==> src/core/io_port_pkg.sv <==
// constants, register map and state types of the on-chip i/o port block
package io_port_pkg;

  // ==========================================================
  // peripheral selection and register offsets
  localparam logic [7:0] PERIPH_SELECT = 8'hf0;
  localparam logic [3:0] OFS_PEEK_DATA = 4'h2;
  localparam logic [3:0] OFS_SPEED = 4'h4;
  localparam logic [3:0] OFS_MAPPER = 4'h6;
  localparam logic [3:0] OFS_STROBE = 4'h8;
  localparam logic [3:0] OFS_MASTER_RESET = 4'ha;
  localparam logic [3:0] OFS_CONTROL = 4'hb;
  localparam logic [3:0] OFS_RATE = 4'hc;
  localparam logic [3:0] OFS_TX_STATUS = 4'hd;
  localparam logic [3:0] OFS_RX_STATUS = 4'he;
  localparam logic [3:0] OFS_DATA = 4'hf;

  // ==========================================================
  // field positions
  localparam int BIT_MODE = 0;
  localparam int BIT_CE = 4;
  localparam int BIT_WP = 8;
  localparam int BIT_RESET_CMD = 0;
  localparam int BIT_HELD = 0;
  localparam int BIT_OVERRUN = 4;
  localparam int BIT_TX_EMPTY = 0;
  localparam int BIT_TX_IDLE = 4;
  localparam int BIT_MAPPER_ON = 0;
  localparam int RATE_WIDTH = 12;
  localparam int SPEED_WIDTH = 3;
  localparam int BYTE_WIDTH = 8;
  localparam int WORD_WIDTH = 16;

  // ==========================================================
  // reset values and frame counts
  localparam logic [11:0] RATE_RESET = 12'h000;
  localparam logic [3:0] DATA_BITS = 4'h8;
  localparam logic [3:0] STOP_BITS = 4'h2;
  localparam logic [3:0] FLASH_EDGES = 4'hf;
  localparam int HOLD_DEPTH = 1;

  // ==========================================================
  // engine states
  typedef enum logic [2:0] {TX_IDLE, TX_START, TX_DATA, TX_STOP, TX_CLOCK} tx_state_type;
  typedef enum logic [1:0] {RX_IDLE, RX_START, RX_DATA, RX_STOP} rx_state_type;

endpackage : io_port_pkg

==> src/core/io_port_uart_serial_flash.sv <==
// i/o port block: holding fifo and the serial, strobe and status register top
`timescale 1ns/1ns

// ==========================================================
// holding fifo with valid and ready on both sides
module io_port_hold_fifo #(
  parameter int WIDTH = 8,
  parameter int DEPTH = 16
) (
  // clock and reset
  input wire logic clock,
  input wire logic reset_n,
  input wire logic flush,
  // filling side
  input wire logic in_valid,
  output logic in_ready,
  input wire logic [WIDTH-1:0] in_data,
  // draining side
  output logic out_valid,
  input wire logic out_ready,
  output logic [WIDTH-1:0] out_data
);
  localparam int PW = (DEPTH > 1) ? $clog2(DEPTH) : 1;
  localparam int CW = $clog2(DEPTH + 1);
  localparam logic [PW-1:0] LAST = PW'(DEPTH - 1);
  localparam logic [CW-1:0] FULL = CW'(DEPTH);

  typedef struct packed {
    logic [DEPTH-1:0][WIDTH-1:0] mem;
    logic [PW-1:0] wr_ptr;
    logic [PW-1:0] rd_ptr;
    logic [CW-1:0] count;
  } fifo_state_type;

  fifo_state_type st;
  fifo_state_type next_st;
  logic push;
  logic pop;

  // honest flags straight from the count
  assign in_ready = (st.count != FULL);
  assign out_valid = (st.count != '0);
  assign out_data = st.mem[st.rd_ptr];
  assign push = in_valid && in_ready;
  assign pop = out_valid && out_ready;

  // pointer and count update, flush drops everything held
  always_comb begin
    next_st = st;
    if (push) begin
      next_st.mem[st.wr_ptr] = in_data;
      next_st.wr_ptr = (st.wr_ptr == LAST) ? '0 : st.wr_ptr + 1'b1;
    end
    if (pop) begin
      next_st.rd_ptr = (st.rd_ptr == LAST) ? '0 : st.rd_ptr + 1'b1;
    end
    if (push && !pop) begin
      next_st.count = st.count + 1'b1;
    end else if (pop && !push) begin
      next_st.count = st.count - 1'b1;
    end
    if (flush) begin
      next_st.wr_ptr = '0;
      next_st.rd_ptr = '0;
      next_st.count = '0;
    end
  end

  // state register
  always_ff @(posedge clock or negedge reset_n) begin
    if (!reset_n) begin
      st <= '0;
    end else begin
      st <= next_st;
    end
  end
endmodule : io_port_hold_fifo

// ==========================================================
module io_port_uart_serial_flash
  import io_port_pkg::*;
#(
  parameter int HOLD_WORDS = io_port_pkg::HOLD_DEPTH
) (
  // clock and power-on reset
  input wire logic clock,
  input wire logic arst_n,
  // ordinary processor reset, does not touch the serial logic
  input wire logic cpu_reset_n,
  // register port
  input wire logic [7:0] periph_addr,
  input wire logic [3:0] reg_addr,
  input wire logic reg_write,
  input wire logic reg_read,
  input wire logic [io_port_pkg::WORD_WIDTH-1:0] reg_wdata,
  output logic [io_port_pkg::WORD_WIDTH-1:0] reg_rdata,
  // status sources and peek capture
  input wire logic [io_port_pkg::SPEED_WIDTH-1:0] speed_code,
  input wire logic mapper_enabled,
  input wire logic peek_capture,
  input wire logic [io_port_pkg::WORD_WIDTH-1:0] peek_value,
  // parallel strobe
  output logic parallel_pulse,
  // asynchronous serial pins
  output logic uart_tx,
  input wire logic uart_rx,
  // serial flash pins
  output logic flash_sck,
  output logic flash_do,
  input wire logic flash_di,
  output logic flash_wp_n,
  output logic flash_ce_n
);
  import io_port_pkg::*;

  typedef struct packed {
    logic rx_meta;
    logic rx_sync;
    logic di_meta;
    logic di_sync;
    logic cpu_meta;
    logic cpu_sync;
    logic strobe;
    logic [WORD_WIDTH-1:0] peek;
    logic [WORD_WIDTH-1:0] rdata;
    logic flash_mode;
    logic wp_n;
    logic ce_n;
    logic [RATE_WIDTH-1:0] divisor;
    logic [RATE_WIDTH-1:0] baud_cnt;
    tx_state_type tx_state;
    logic [BYTE_WIDTH-1:0] tx_shift;
    logic [3:0] tx_bits;
    logic line_tx;
    logic line_do;
    logic line_sck;
    rx_state_type rx_state;
    logic [RATE_WIDTH-1:0] rx_cnt;
    logic [BYTE_WIDTH-1:0] rx_shift;
    logic [3:0] rx_bits;
    logic overrun;
  } state_type;

  // serial part back to its idle values, other fields kept
  function automatic state_type serial_init(input state_type s);
    state_type r;
    r = s;
    r.flash_mode = 1'b0;
    r.wp_n = 1'b1;
    r.ce_n = 1'b1;
    r.divisor = RATE_RESET;
    r.baud_cnt = RATE_RESET;
    r.tx_state = TX_IDLE;
    r.tx_shift = '0;
    r.tx_bits = '0;
    r.line_tx = 1'b1;
    r.line_do = 1'b0;
    r.line_sck = 1'b0;
    // rx sync at idle level, no false start
    r.rx_meta = 1'b1;
    r.rx_sync = 1'b1;
    r.rx_state = RX_IDLE;
    r.rx_cnt = '0;
    r.rx_shift = '0;
    r.rx_bits = '0;
    r.overrun = 1'b0;
    return r;
  endfunction : serial_init

  // register decode shared by reads and writes
  function automatic logic reg_hit(input logic [7:0] sel, input logic [3:0] a,
                                   input logic [3:0] ofs);
    return (sel == PERIPH_SELECT) && (a == ofs);
  endfunction : reg_hit

  // ==========================================================
  // reset release through two flip-flops
  logic rst_meta;
  logic rst_n;
  always_ff @(posedge clock or negedge arst_n) begin
    if (!arst_n) begin
      rst_meta <= 1'b0;
      rst_n <= 1'b0;
    end else begin
      rst_meta <= 1'b1;
      rst_n <= rst_meta;
    end
  end

  // ==========================================================
  // holding buffers
  state_type st;
  state_type next_st;
  logic serial_clear;
  logic tx_push;
  logic tx_ready;
  logic tx_avail;
  logic tx_take;
  logic [BYTE_WIDTH-1:0] tx_byte;
  logic rx_push;
  logic rx_ready;
  logic rx_held;
  logic rx_pop;
  logic [BYTE_WIDTH-1:0] rx_push_byte;
  logic [BYTE_WIDTH-1:0] rx_byte;
  logic tick;

  io_port_hold_fifo #(.WIDTH(BYTE_WIDTH), .DEPTH(HOLD_WORDS)) tx_hold (
    .clock(clock),
    .reset_n(rst_n),
    .flush(serial_clear),
    .in_valid(tx_push),
    .in_ready(tx_ready),
    .in_data(reg_wdata[BYTE_WIDTH-1:0]),
    .out_valid(tx_avail),
    .out_ready(tx_take),
    .out_data(tx_byte)
  );

  io_port_hold_fifo #(.WIDTH(BYTE_WIDTH), .DEPTH(HOLD_WORDS)) rx_hold (
    .clock(clock),
    .reset_n(rst_n),
    .flush(serial_clear),
    .in_valid(rx_push),
    .in_ready(rx_ready),
    .in_data(rx_push_byte),
    .out_valid(rx_held),
    .out_ready(rx_pop),
    .out_data(rx_byte)
  );

  // master reset command, writing zero does nothing
  assign serial_clear = reg_write && reg_hit(periph_addr, reg_addr, OFS_MASTER_RESET)
                        && reg_wdata[BIT_RESET_CMD];
  // data write queues a byte; a write while full is dropped
  assign tx_push = reg_write && reg_hit(periph_addr, reg_addr, OFS_DATA) && !serial_clear;
  assign rx_pop = reg_read && reg_hit(periph_addr, reg_addr, OFS_DATA);
  // engine takes the next byte only when idle
  assign tx_take = (st.tx_state == TX_IDLE) && tx_avail && !serial_clear;
  // one bit-time enable per divider expiry
  assign tick = (st.baud_cnt == '0);

  // ==========================================================
  // registers, shift engine and receiver
  always_comb begin
    next_st = st;
    rx_push = 1'b0;
    rx_push_byte = st.rx_shift;
    // pin inputs pass two flip-flops before use
    next_st.rx_meta = uart_rx;
    next_st.rx_sync = st.rx_meta;
    next_st.di_meta = flash_di;
    next_st.di_sync = st.di_meta;
    next_st.cpu_meta = cpu_reset_n;
    next_st.cpu_sync = st.cpu_meta;

    // peek value held until the next capture or a processor reset
    if (peek_capture) begin
      next_st.peek = peek_value;
    end

    // divider reload on expiry, restart when a frame begins
    if (tick || tx_take) begin
      next_st.baud_cnt = st.divisor;
    end else begin
      next_st.baud_cnt = st.baud_cnt - 1'b1;
    end

    // transmit and flash shifting
    case (st.tx_state)
      TX_IDLE: begin
        if (tx_take) begin
          next_st.tx_shift = tx_byte;
          next_st.tx_bits = '0;
          // flash shifts msb first, uart lsb first
          if (st.flash_mode) begin
            next_st.line_do = tx_byte[BYTE_WIDTH-1];
            next_st.line_sck = 1'b0;
            next_st.tx_state = TX_CLOCK;
          end else begin
            next_st.line_tx = 1'b0;
            next_st.tx_state = TX_START;
          end
        end
      end
      TX_START: begin
        if (tick) begin
          next_st.line_tx = st.tx_shift[0];
          next_st.tx_state = TX_DATA;
        end
      end
      TX_DATA: begin
        if (tick) begin
          next_st.tx_bits = st.tx_bits + 1'b1;
          next_st.tx_shift = {1'b0, st.tx_shift[BYTE_WIDTH-1:1]};
          if (st.tx_bits == DATA_BITS - 1'b1) begin
            next_st.line_tx = 1'b1;
            next_st.tx_bits = '0;
            next_st.tx_state = TX_STOP;
          end else begin
            next_st.line_tx = st.tx_shift[1];
          end
        end
      end
      TX_STOP: begin
        // two stop bit-times before going idle
        if (tick) begin
          next_st.tx_bits = st.tx_bits + 1'b1;
          if (st.tx_bits == STOP_BITS - 1'b1) begin
            next_st.tx_state = TX_IDLE;
          end
        end
      end
      TX_CLOCK: begin
        // flash clock toggles per tick, reusing the rx shifter
        if (tick) begin
          next_st.line_sck = !st.line_sck;
          next_st.tx_bits = st.tx_bits + 1'b1;
          if (!st.line_sck) begin
            next_st.rx_shift = {st.rx_shift[BYTE_WIDTH-2:0], st.di_sync};
          end else begin
            next_st.tx_shift = {st.tx_shift[BYTE_WIDTH-2:0], 1'b0};
            next_st.line_do = st.tx_shift[BYTE_WIDTH-2];
          end
          // idle once bit 0 has been clocked out
          if (st.tx_bits == FLASH_EDGES) begin
            next_st.tx_state = TX_IDLE;
            rx_push = 1'b1;
          end
        end
      end
      default: begin
        next_st.tx_state = TX_IDLE;
      end
    endcase

    // uart receiver, mid-bit sampling on its own timer
    if (st.rx_cnt != '0) begin
      next_st.rx_cnt = st.rx_cnt - 1'b1;
    end
    case (st.rx_state)
      RX_IDLE: begin
        if (!st.flash_mode && !st.rx_sync) begin
          next_st.rx_cnt = {1'b0, st.divisor[RATE_WIDTH-1:1]};
          next_st.rx_state = RX_START;
        end
      end
      RX_START: begin
        if (st.rx_cnt == '0) begin
          next_st.rx_cnt = st.divisor;
          next_st.rx_bits = '0;
          // a high line here was only a glitch
          next_st.rx_state = st.rx_sync ? RX_IDLE : RX_DATA;
        end
      end
      RX_DATA: begin
        if (st.rx_cnt == '0) begin
          next_st.rx_cnt = st.divisor;
          next_st.rx_shift = {st.rx_sync, st.rx_shift[BYTE_WIDTH-1:1]};
          next_st.rx_bits = st.rx_bits + 1'b1;
          if (st.rx_bits == DATA_BITS - 1'b1) begin
            next_st.rx_state = RX_STOP;
          end
        end
      end
      RX_STOP: begin
        if (st.rx_cnt == '0) begin
          // bytes with a bad stop bit are dropped
          rx_push = st.rx_sync;
          next_st.rx_state = RX_IDLE;
        end
      end
      default: begin
        next_st.rx_state = RX_IDLE;
      end
    endcase

    // overrun: a new overrun wins over the clearing read
    if (rx_pop) begin
      next_st.overrun = 1'b0;
    end
    if (rx_push && !rx_ready) begin
      next_st.overrun = 1'b1;
    end

    // register writes through the one select address
    if (reg_write && reg_hit(periph_addr, reg_addr, OFS_CONTROL)) begin
      next_st.flash_mode = reg_wdata[BIT_MODE];
      next_st.ce_n = !reg_wdata[BIT_CE];
      next_st.wp_n = !reg_wdata[BIT_WP];
    end
    if (reg_write && reg_hit(periph_addr, reg_addr, OFS_RATE)) begin
      // divisor from the low twelve bits
      next_st.divisor = reg_wdata[RATE_WIDTH-1:0];
    end
    if (reg_write && reg_hit(periph_addr, reg_addr, OFS_STROBE)) begin
      next_st.strobe = !st.strobe;
    end

    // register reads, the answer is held until the next read
    if (reg_read) begin
      next_st.rdata = '0;
      if (periph_addr == PERIPH_SELECT) begin
        case (reg_addr)
          OFS_DATA: begin
            // received byte in the low bits
            next_st.rdata[BYTE_WIDTH-1:0] = rx_byte;
          end
          OFS_RX_STATUS: begin
            next_st.rdata[BIT_HELD] = rx_held;
            next_st.rdata[BIT_OVERRUN] = st.overrun;
          end
          OFS_TX_STATUS: begin
            next_st.rdata[BIT_TX_IDLE] = (st.tx_state == TX_IDLE);
            next_st.rdata[BIT_TX_EMPTY] = !tx_avail;
          end
          OFS_SPEED: begin
            next_st.rdata[SPEED_WIDTH-1:0] = speed_code;
          end
          OFS_MAPPER: begin
            next_st.rdata[BIT_MAPPER_ON] = mapper_enabled;
          end
          OFS_PEEK_DATA: begin
            next_st.rdata = st.peek;
          end
          default: begin
            // write-only and unused offsets read as zero
            next_st.rdata = '0;
          end
        endcase
      end
    end

    // processor reset clears only the strobe and peek latch
    if (!st.cpu_sync) begin
      next_st.strobe = 1'b0;
      next_st.peek = '0;
    end
    // serial logic back to idle, overrides any write above
    if (serial_clear) begin
      next_st = serial_init(next_st);
    end
  end

  // state register
  always_ff @(posedge clock or negedge rst_n) begin
    if (!rst_n) begin
      st <= serial_init(state_type'('0));
    end else begin
      st <= next_st;
    end
  end

  // ==========================================================
  // outputs, all straight from flip-flops
  assign reg_rdata = st.rdata;
  assign parallel_pulse = st.strobe;
  assign uart_tx = st.line_tx;
  assign flash_sck = st.line_sck;
  assign flash_do = st.line_do;
  assign flash_wp_n = st.wp_n;
  assign flash_ce_n = st.ce_n;
endmodule : io_port_uart_serial_flash

==> config.mk <==
export PLATFORM = sky130hd
export DESIGN_NAME = io_port_uart_serial_flash
export DESIGN_NICKNAME = d
export VERILOG_FILES = /design/src/core/io_port_pkg.sv /design/src/core/io_port_uart_serial_flash.sv
export SDC_FILE = /design/constraint.sdc
export NUM_CORES = 1
export LEC_CHECK = 0
export BUFFER_PORTS_ARGS = -buffer_cell sky130_fd_sc_hd__buf_4
export CORE_MARGIN = 10
export CORE_UTILIZATION = 59
export CTS_BUF_LIST = sky130_fd_sc_hd__clkbuf_16
export CTS_CLUSTER_SIZE = 24
export DETAILED_ROUTE_END_ITERATION = 8
export GPL_ROUTABILITY_DRIVEN = 0
export HOLD_SLACK_MARGIN = 0.12
export PLACE_DENSITY = 0.81
export REMOVE_ABC_BUFFERS = 1
export SYNTH_ARGS = -nofsm -noshare
export SYNTH_HDL_FRONTEND = slang
export SYNTH_SLANG_ARGS = --single-unit
==> constraint.sdc <==
create_clock -name clock -period 4.45 [get_ports clock]
set_clock_uncertainty 0.05 [all_clocks]
set_input_delay 0.89 -clock clock [delete_from_list [all_inputs] [get_ports clock]]
set_output_delay 0.89 -clock clock [all_outputs]
set_load 0.01 [all_outputs]
Word-level counts from Yosys, hierarchy flattened:

Index checks and enable logic that the tools add are counted.

* word-level logic and storage cells: 240
* bits in latches: 0
* memories: 0
* bits in read-only memories: 0
* memory bits (writable): 0
* output and inout port bits: 22
* register bits after elaboration: 135

* $lt $le $gt $ge: 6
* reduce and logical (&&, ||, !) cells: 67
* add/subtract/negate cells: 12
* $mul: 0
* bitwise operators: 2
* shift-type cells: 0
* div/mod/pow operators: 0
* equality and inequality tests: 38
* mux-type cells: 80

Operator list (number)
* $mux W111: 1
* $mux W8: 10
* $mux W16: 4
* $ne A3 B3 Y1 const B: 15
* $mux W12: 3
* $pmux W12 S3: 1
* $eq A4 B4 Y1 const B: 8
* $mux W14: 2
* $logic_and A1 B1 Y1: 27
* $mux W3: 9
* $mux W26: 1
* $reduce_and A5 Y1: 5
* $logic_not A12 Y1: 2
* $mux W1: 24
* $pmux W8 S3: 1
* $sub A12 B1 Y12 const B: 2
* $mux W18: 1
* $mux W17: 1
* $bwmux W8: 2
* $eq A4 B3 Y1 const B: 4
* $pmux W4 S4: 1
* $mux W15: 1
* $pmux W3 S5: 1
* $reduce_bool A3 Y1: 5
* other kinds (37): 74

Depth between registers and ports, before layout:

Gate-level depths: netlist (run 1).

* depth in word-level cells: 12
* gate-level depth with buffers: 9
* depth with buffers taken out: 7

By module:

Synthesis (run 1) repeated with hierarchy kept, for this count alone.

* cells, all modules: 739
* area total of the unflattened synthesis: 7209.4 um2

By module, submodules not included
* io_port_uart_serial_flash: sequential area each 2834.0 um2, cells each 695, times used 1, area an instance 6443.7 um2
* io_port_hold_fifo: sequential area each 225.2 um2, cells each 22, times used 2, area an instance 382.9 um2

Least setup slack after synthesis (run 1):

No wires, ideal clock.

* kind: input to register
* start: in periph_addr[1]
* end: reg st[65] in the netlist's numbering
* data required time: 4.268 ns
* path buffers: 1
* setup slack: 1.995 ns
* library setup time: 0.132 ns
* arrival time: 2.274 ns
* stages on the path: 6
* cell sequence: nor4_1 > nand2_1 > nor3_1 > buf_2 > mux2i_1 > nor2_1

* longest elaborated chain between the ends: 5

RTL lines
* start, declared: line io_port_uart_serial_flash.sv:91 `input wire logic [7:0] periph_addr,`
* $eq A8 B8 Y1 *: line io_port_uart_serial_flash.sv:173 `return (sel == PERIPH_SELECT) && (a == ofs);`
* $logic_and A1 B1 Y1: line io_port_uart_serial_flash.sv:173
* $logic_and A1 B1 Y1: line io_port_uart_serial_flash.sv:233 `assign serial_clear = reg_write && reg_hit(periph_addr, reg_addr, OFS_MASTER_RESET)`
* $logic_and A1 B1 Y1: line io_port_uart_serial_flash.sv:234 `&& reg_wdata[BIT_RESET_CMD];`
* $mux W111 / $reduce_bool A2 Y1 (equally long branches)
* end signal, assigned: line io_port_uart_serial_flash.sv:448 `st <= serial_init(state_type'('0));`
* end signal, assigned: line io_port_uart_serial_flash.sv:450 `st <= next_st;`
* end, declared: line io_port_uart_serial_flash.sv:192 `state_type st;`

Mark *: on every way between the ends. The rest lies on a longest branch, timed or not.
A chain may end at the register's enable or synchronous reset.

Final worst setup path (run 1):

* start: reg st[43] in the netlist's numbering
* end: reg st[36] in the netlist's numbering

* longest elaborated chain between the ends: 5

RTL lines
* $logic_not A3 Y1: line io_port_uart_serial_flash.sv:239, io_port_uart_serial_flash.sv:270
* $logic_and A1 B1 Y1 (2 in series): line io_port_uart_serial_flash.sv:239 `assign tx_take = (st.tx_state == TX_IDLE) && tx_avail && !serial_clear;`
* $ne A3 B2 Y1 (no source line)
* $reduce_and A5 Y1 (no source line)

Parallel ways exist; a longest one is shown, timed or not.

==> results.tsv, run 1 <==
metric	value	unit
avgSynthCellArea	10.20	sq um
cp-end-kind	register	
slew_viol_final	0	
cts_buffer_depth	2	
path_clk_slew	60	ps
ys_types	76	
fin_crit	2842	ps
path_max_fanout	36	
rsz0062_at_grt	no	
dieWidth	128.7	um
required	4750	ps
worst_slack	1608	ps
insertion_delay	420	ps
critPathMaxStageDelay	1040	ps
crit_path_top_delay_cell	dfrtp_1	
num_vias	5570	
async_flop_share	100.0	%
ctsResizeCount	0	
antenna_cells	0	
synth_flop_cell	dfrtp_1	
ys_ff_latch	131	
start_util	60.75	%
drive_above_1_share	19.68	%
crit_arrival	3140	ps
grt-ovfl-total	0	
max_freq	0.3519	GHz
path_class	reg2reg	
nets	802	
ioPinCount	78	
final_cell_mix	125 x dfrtp_1, 81 x buf_4, 48 x o21ai_0, 47 x a21oi_1, 45 x nor2_1	
final_common_cell	dfrtp_1	
synth_top_cell_area_share	45.26	%
hpwl	11770	um
crit_buf_inv	1	
root_buffer	clkbuf_16	
synth_top_cell_by_area	dfrtp_1	
min_period_over_period	63.86	%
portBuffers	73	
vias_per_cell	6.258	
leakage	3.627	nW
drcViolationCount	0	
cts_hold_buf	0	
drt_iter0_markers	535	
critPathLaunchType	register	
rr_worst_depth	5	
dp_slack	1162	ps
hold_viol	0	
p_per_area	467.8	nW/um^2
path_delay_family	flip-flops	
crit_chain	inv_1, o21ai_0, a32oi_2, or4_1, a21oi_1	
cts_tree	yes	
grt_max_degree	70	
grt_pass1_wl	28670	um
row_count	39	
cts_inserted_buffers	17	
synth_edf_count	0	
antenna_found_initial	0	
placed_area	7500	sq um
synth_area	6967	sq um
dieArea	16550	sq um
finalSetupTns	0	ps
ys_top_cells_by_area	dfrtp_1 45%, mux2i_1 4.7%, o21ai_0 3.4%	
wl_per_cell	19.43	um
post_cts_buffers	0	
final-setup-viol-count	0	
hp-class	in2async	
cts_htree_levels	4	
fin_area	8094	sq um
cp.depth	5	
die_h	128.7	um
track_usage	21.29	%
routed_wirelength	17300	um
status	completed	
irDropWorstVdd	0.0004523	V
yosysWarnings	0	
first_pass_iters	5	
grt_pass1_vias	5722	
seq_area_frac_synth	47.14	%
core_area	11470	sq um
netlist_instances	683	
drtAntennaViolNets	0	
area_delta_synth_final	16.18	%
worstMarginPinSlew	1065	ps
numClockSinks	131	
maxCapViolations	0	
slew_headroom	29.01	%
-- final cells by class --
class,count,area [sq um]
clock buffers,17,425.4
well taps,143,178.9
inverters,32,120.1
fillers,872,3373
flip-flops and latches,131,3288
multi-input cells,471,3304
repair buffers,81,608.1
clock inverters,15,168.9
-- path summary, 6_finish.rpt --
check	start	endpoint	slack (ps)
setup / recovery	st[43]	st[36]	1610
hold / removal	arst_n	rst_n	190
setup reg to reg	st[43]	st[36]	1610
hold reg to reg	st[108]	st[107]	300
max in group asynchronous	rst_n	st[110]	2900
min in group clock	st[108]	st[107]	300
-- power breakdown --
group          total (W)  switching (W)  internal [W]
sequential       0.00160       0.000237       0.00136
combinational   0.000775       0.000401      0.000374
clock            0.00141       0.000538      0.000873
total            0.00379        0.00118       0.00261
-- registers in the layout (all words and copies together), names as in the netlist, 8 cells and up --
| signal | flops |
|---|---|
| tx_hold.st | 8 |
| rx_push_byte | 8 |
| rx_hold.st | 8 |
| reg_rdata | 16 |
| st | 81 |
-- per-layer routing --
metal,vias up,global-route usage (%),wire length (um)
li1,2590,-,-
met1,2786,27.17,7464
met3,34,5.175,860
met2,160,34.11,8639
met5,-,0,0
met4,0,8.579,332
-- worst register-to-register path, delay by kind of cell, from the launching register on --
| kind | cells | cell delay [ps] |
|---|---|---|
| AO/OA/AOI/OAI | 3 | 700 |
| buffers and inverters | 1 | 370 |
| flip-flops | 1 | 1040 |
| AND/OR/NAND/NOR | 1 | 610 |
-- cells by family after synthesis --
group	after synthesis	synth area share (%)
AO/OA/AOI/OAI	191	18.25
XOR/XNOR	15	1.886
adder cells (fa/ha/maj)	12	2.155
buffers and inverters	81	5.424
flip-flops	131	47.14
multiplexers	50	7.920
other	1	0.05383
AND/OR/NAND/NOR	202	17.17
-- stage by stage --
stage | utilization, % | instances | hold slack (ps) | power, W
final | 70.58 | 890 | 186.1 | 0.003786
after global routing | 70.58 | 890 | 170.8 | 0.003970
after CTS | 70.58 | 890 | 174.1 | 0.003790
after detailed placement | 65.40 | 858 | 290.4 | 0.002364
after global placement | 65.40 | 858 | 283.7 | 0.002314
after floorplan | - | 634 | 281.2 | 0.002131
-- Yosys cell counts, types with 6 or more instances --
| master | n |
|---|---|
| a22oi_1 | 17 |
| a311oi_1 | 7 |
| nand3_1 | 14 |
| mux2_2 | 9 |
| nor2b_1 | 29 |
| mux2_4 | 8 |
| buf_4 | 17 |
| ha_1 | 12 |
| nor2_1 | 45 |
| a22o_1 | 13 |
| buf_2 | 8 |
| clkbuf_1 | 19 |
| xnor2_1 | 10 |
| nor3_1 | 12 |
| nand2_1 | 33 |
| o22ai_1 | 7 |
| a211oi_1 | 8 |
| o21ai_0 | 48 |
| and3_1 | 8 |
| a21oi_1 | 47 |
| dfrtp_1 | 126 |
| inv_1 | 32 |
| nor4_1 | 8 |
| or4_1 | 6 |
| mux2i_1 | 33 |
| or3_1 | 6 |
No activity file was read; power rests on OpenSTA's default activity.
==> inputs of run 2 (changes only) <==
--- a/config.mk
+++ b/config.mk
@@ -7,13 +7,13 @@
 export LEC_CHECK = 0
 export BUFFER_PORTS_ARGS = -buffer_cell sky130_fd_sc_hd__buf_4
 export CORE_MARGIN = 10
-export CORE_UTILIZATION = 59
+export CORE_UTILIZATION = 53
 export CTS_BUF_LIST = sky130_fd_sc_hd__clkbuf_16
 export CTS_CLUSTER_SIZE = 24
 export DETAILED_ROUTE_END_ITERATION = 8
 export GPL_ROUTABILITY_DRIVEN = 0
 export HOLD_SLACK_MARGIN = 0.12
-export PLACE_DENSITY = 0.81
+export PLACE_DENSITY = 0.77
 export REMOVE_ABC_BUFFERS = 1
 export SYNTH_ARGS = -nofsm -noshare
 export SYNTH_HDL_FRONTEND = slang
==> constraint.sdc (replaced) <==
create_clock -name clock -period 2.3 [get_ports clock]
set_clock_uncertainty 0.05 [all_clocks]
set_input_delay 0.46 -clock clock [delete_from_list [all_inputs] [get_ports clock]]
set_output_delay 0.46 -clock clock [all_outputs]
set_load 0.01 [all_outputs]
==> results.tsv, run 2 (synthesis gave the netlist of run 1 again) <==
metric	value	unit
internal-power	0.005075	W
largest_reg_flops	81	
drive_above_1_share	24.07	%
clkPwrFrac	35.8	%
final_common_cell	dfrtp_1	
path_class	reg2reg	
nets	836	
slew_headroom	57.11	%
core_area	12720	sq um
cts_tree	yes	
grt_pass1_wl	29350	um
placed_area	7831	sq um
grt-ovfl-total	0	
hold_viol	0	
num_vias	5721	
fill_cells	1006	
path_clk_slew	60	ps
layout.cells.non_filler	953	
crit_arrival	2550	ps
hpwl	12530	um
max_freq	0.4358	GHz
grt_pass1_vias	5829	
dp_slack	-66.06	ps
root_buffer	clkbuf_16	
drt_iter0_markers	448	
row_count	41	
routed_wirelength	17940	um
cp-end-kind	register	
fin_total_pwr	0.007418	W
cts_inserted_buffers	17	
worst_slack	5.389	ps
irDropWorstVdd	0.0005413	V
portBuffers	73	
drcViolationCount	0	
path_max_fanout	9	
switching_share	31.60	%
placed_cells	914	
final_cell_mix	125 x dfrtp_1, 102 x buf_4, 48 x o21ai_0, 46 x a21oi_1, 45 x nor2_1	
required	2550	ps
grt_max_degree	56	
leakage	3.840	nW
dieArea	18130	sq um
startpoint	st[45]	
slew_viol_final	0	
ioPinCount	78	
antenna_cells	0	
fin_area	8529	sq um
final-setup-viol-count	0	
status	completed	
numClockSinks	131	
p_per_area	869.8	nW/um^2
rsz0062_at_grt	yes	
cts_buffer_depth	2	
vias_per_cell	6.003	
p_sw	0.002344	W
p_comb_share	22.6	%
track_usage	19.78	%
die_h	134.7	um
fin_crit	2295	ps
critPathLaunchType	register	
area_delta_synth_final	22.43	%
seq_power_share	41.5	%
wl_per_cell	18.82	um
hp-class	in2reg	
min-delay-start	reg_wdata[8]	
start_util	54.76	%
cts_htree_levels	4	
dieWidth	134.7	um
worstMarginPinSlew	641.0	ps
max_flop_register	st	
first_pass_iters	7	
r2r-start	st[45]	
antenna_found_initial	0	
drtAntennaViolNets	0	
min_period_over_period	99.77	%
maxCapViolations	0	
insertion_delay	420	ps
## run 2: through the flow
stage	hold slack, ps	TNS, ps	util (%)
floorplan	114.4	-217520	-
global placement	192.8	0	61.56
detailed placement	193.9	-393.1	61.56
CTS	142.4	0	66.47
global route	144.6	-461.5	67.04
finish	157.8	0	67.04
## run 2: per-layer routing
layer	part of all wire (%)	wire (um)	track usage, %
met2	52	9411	33.64
met5	0	0	0
met1	41	7293	24.13
met4	1.8	331	7.437
met3	5.0	903	4.006
## run 2: power groups by stage
stage | combinational, W | sequential, W | clock (W)
after floorplan | 0.00110 | 0.00303 | 0
after global placement | 0.00153 | 0.00305 | 0
after detailed placement | 0.00159 | 0.00308 | 0
after CTS | 0.00162 | 0.00306 | 0.00268
after global routing | 0.00188 | 0.00312 | 0.00281
final | 0.00168 | 0.00308 | 0.00266
## run 2: worst paths after layout
path	endpoint	depth (start not counted)	slack, ps
worst max-delay path	rx_hold.st[5]	8	5
worst min-delay path	flash_wp_n	2	160
worst max register to register	rx_hold.st[5]	8	5
worst min register to register	st[105]	0	220
max in group asynchronous	flash_ce_n	1	1290
min in group asynchronous	st[105]	0	220
## run 2: cell type report
| class | count | area (sq um) | share of cell area, % |
|---|---|---|---|
| Sequential cell | 131 | 3288 | 38.55 |
| Timing Repair Buffer | 115 | 963.4 | 11.30 |
| Tap cell | 172 | 215.2 | 2.523 |
| Multi-Input combinational cell | 471 | 3357 | 39.36 |
| Inverter | 32 | 120.1 | 1.408 |
| Clock inverter | 15 | 160.2 | 1.878 |
| Clock buffer | 17 | 425.4 | 4.988 |
## run 2: worst max-delay path, stage by stage (launching register included)
cell	delay, ps
dfrtp_1	400
inv_2	90
ha_1	150
nor4b_4	270
nand4_4	130
a2111o_1	460
a21oi_4	160
buf_12	150
mux2_4	300
## run 2: timing repair
action | CTS | global route
hold buffers | 3 | 0
setup endpoints to repair | 15 | 17
setup buffers | 0 | 3
gates cloned | 0 | 1
endpoints found under the hold margin | 4 | 0
pin swaps | 0 | 5
gates resized for setup | 2 | 10
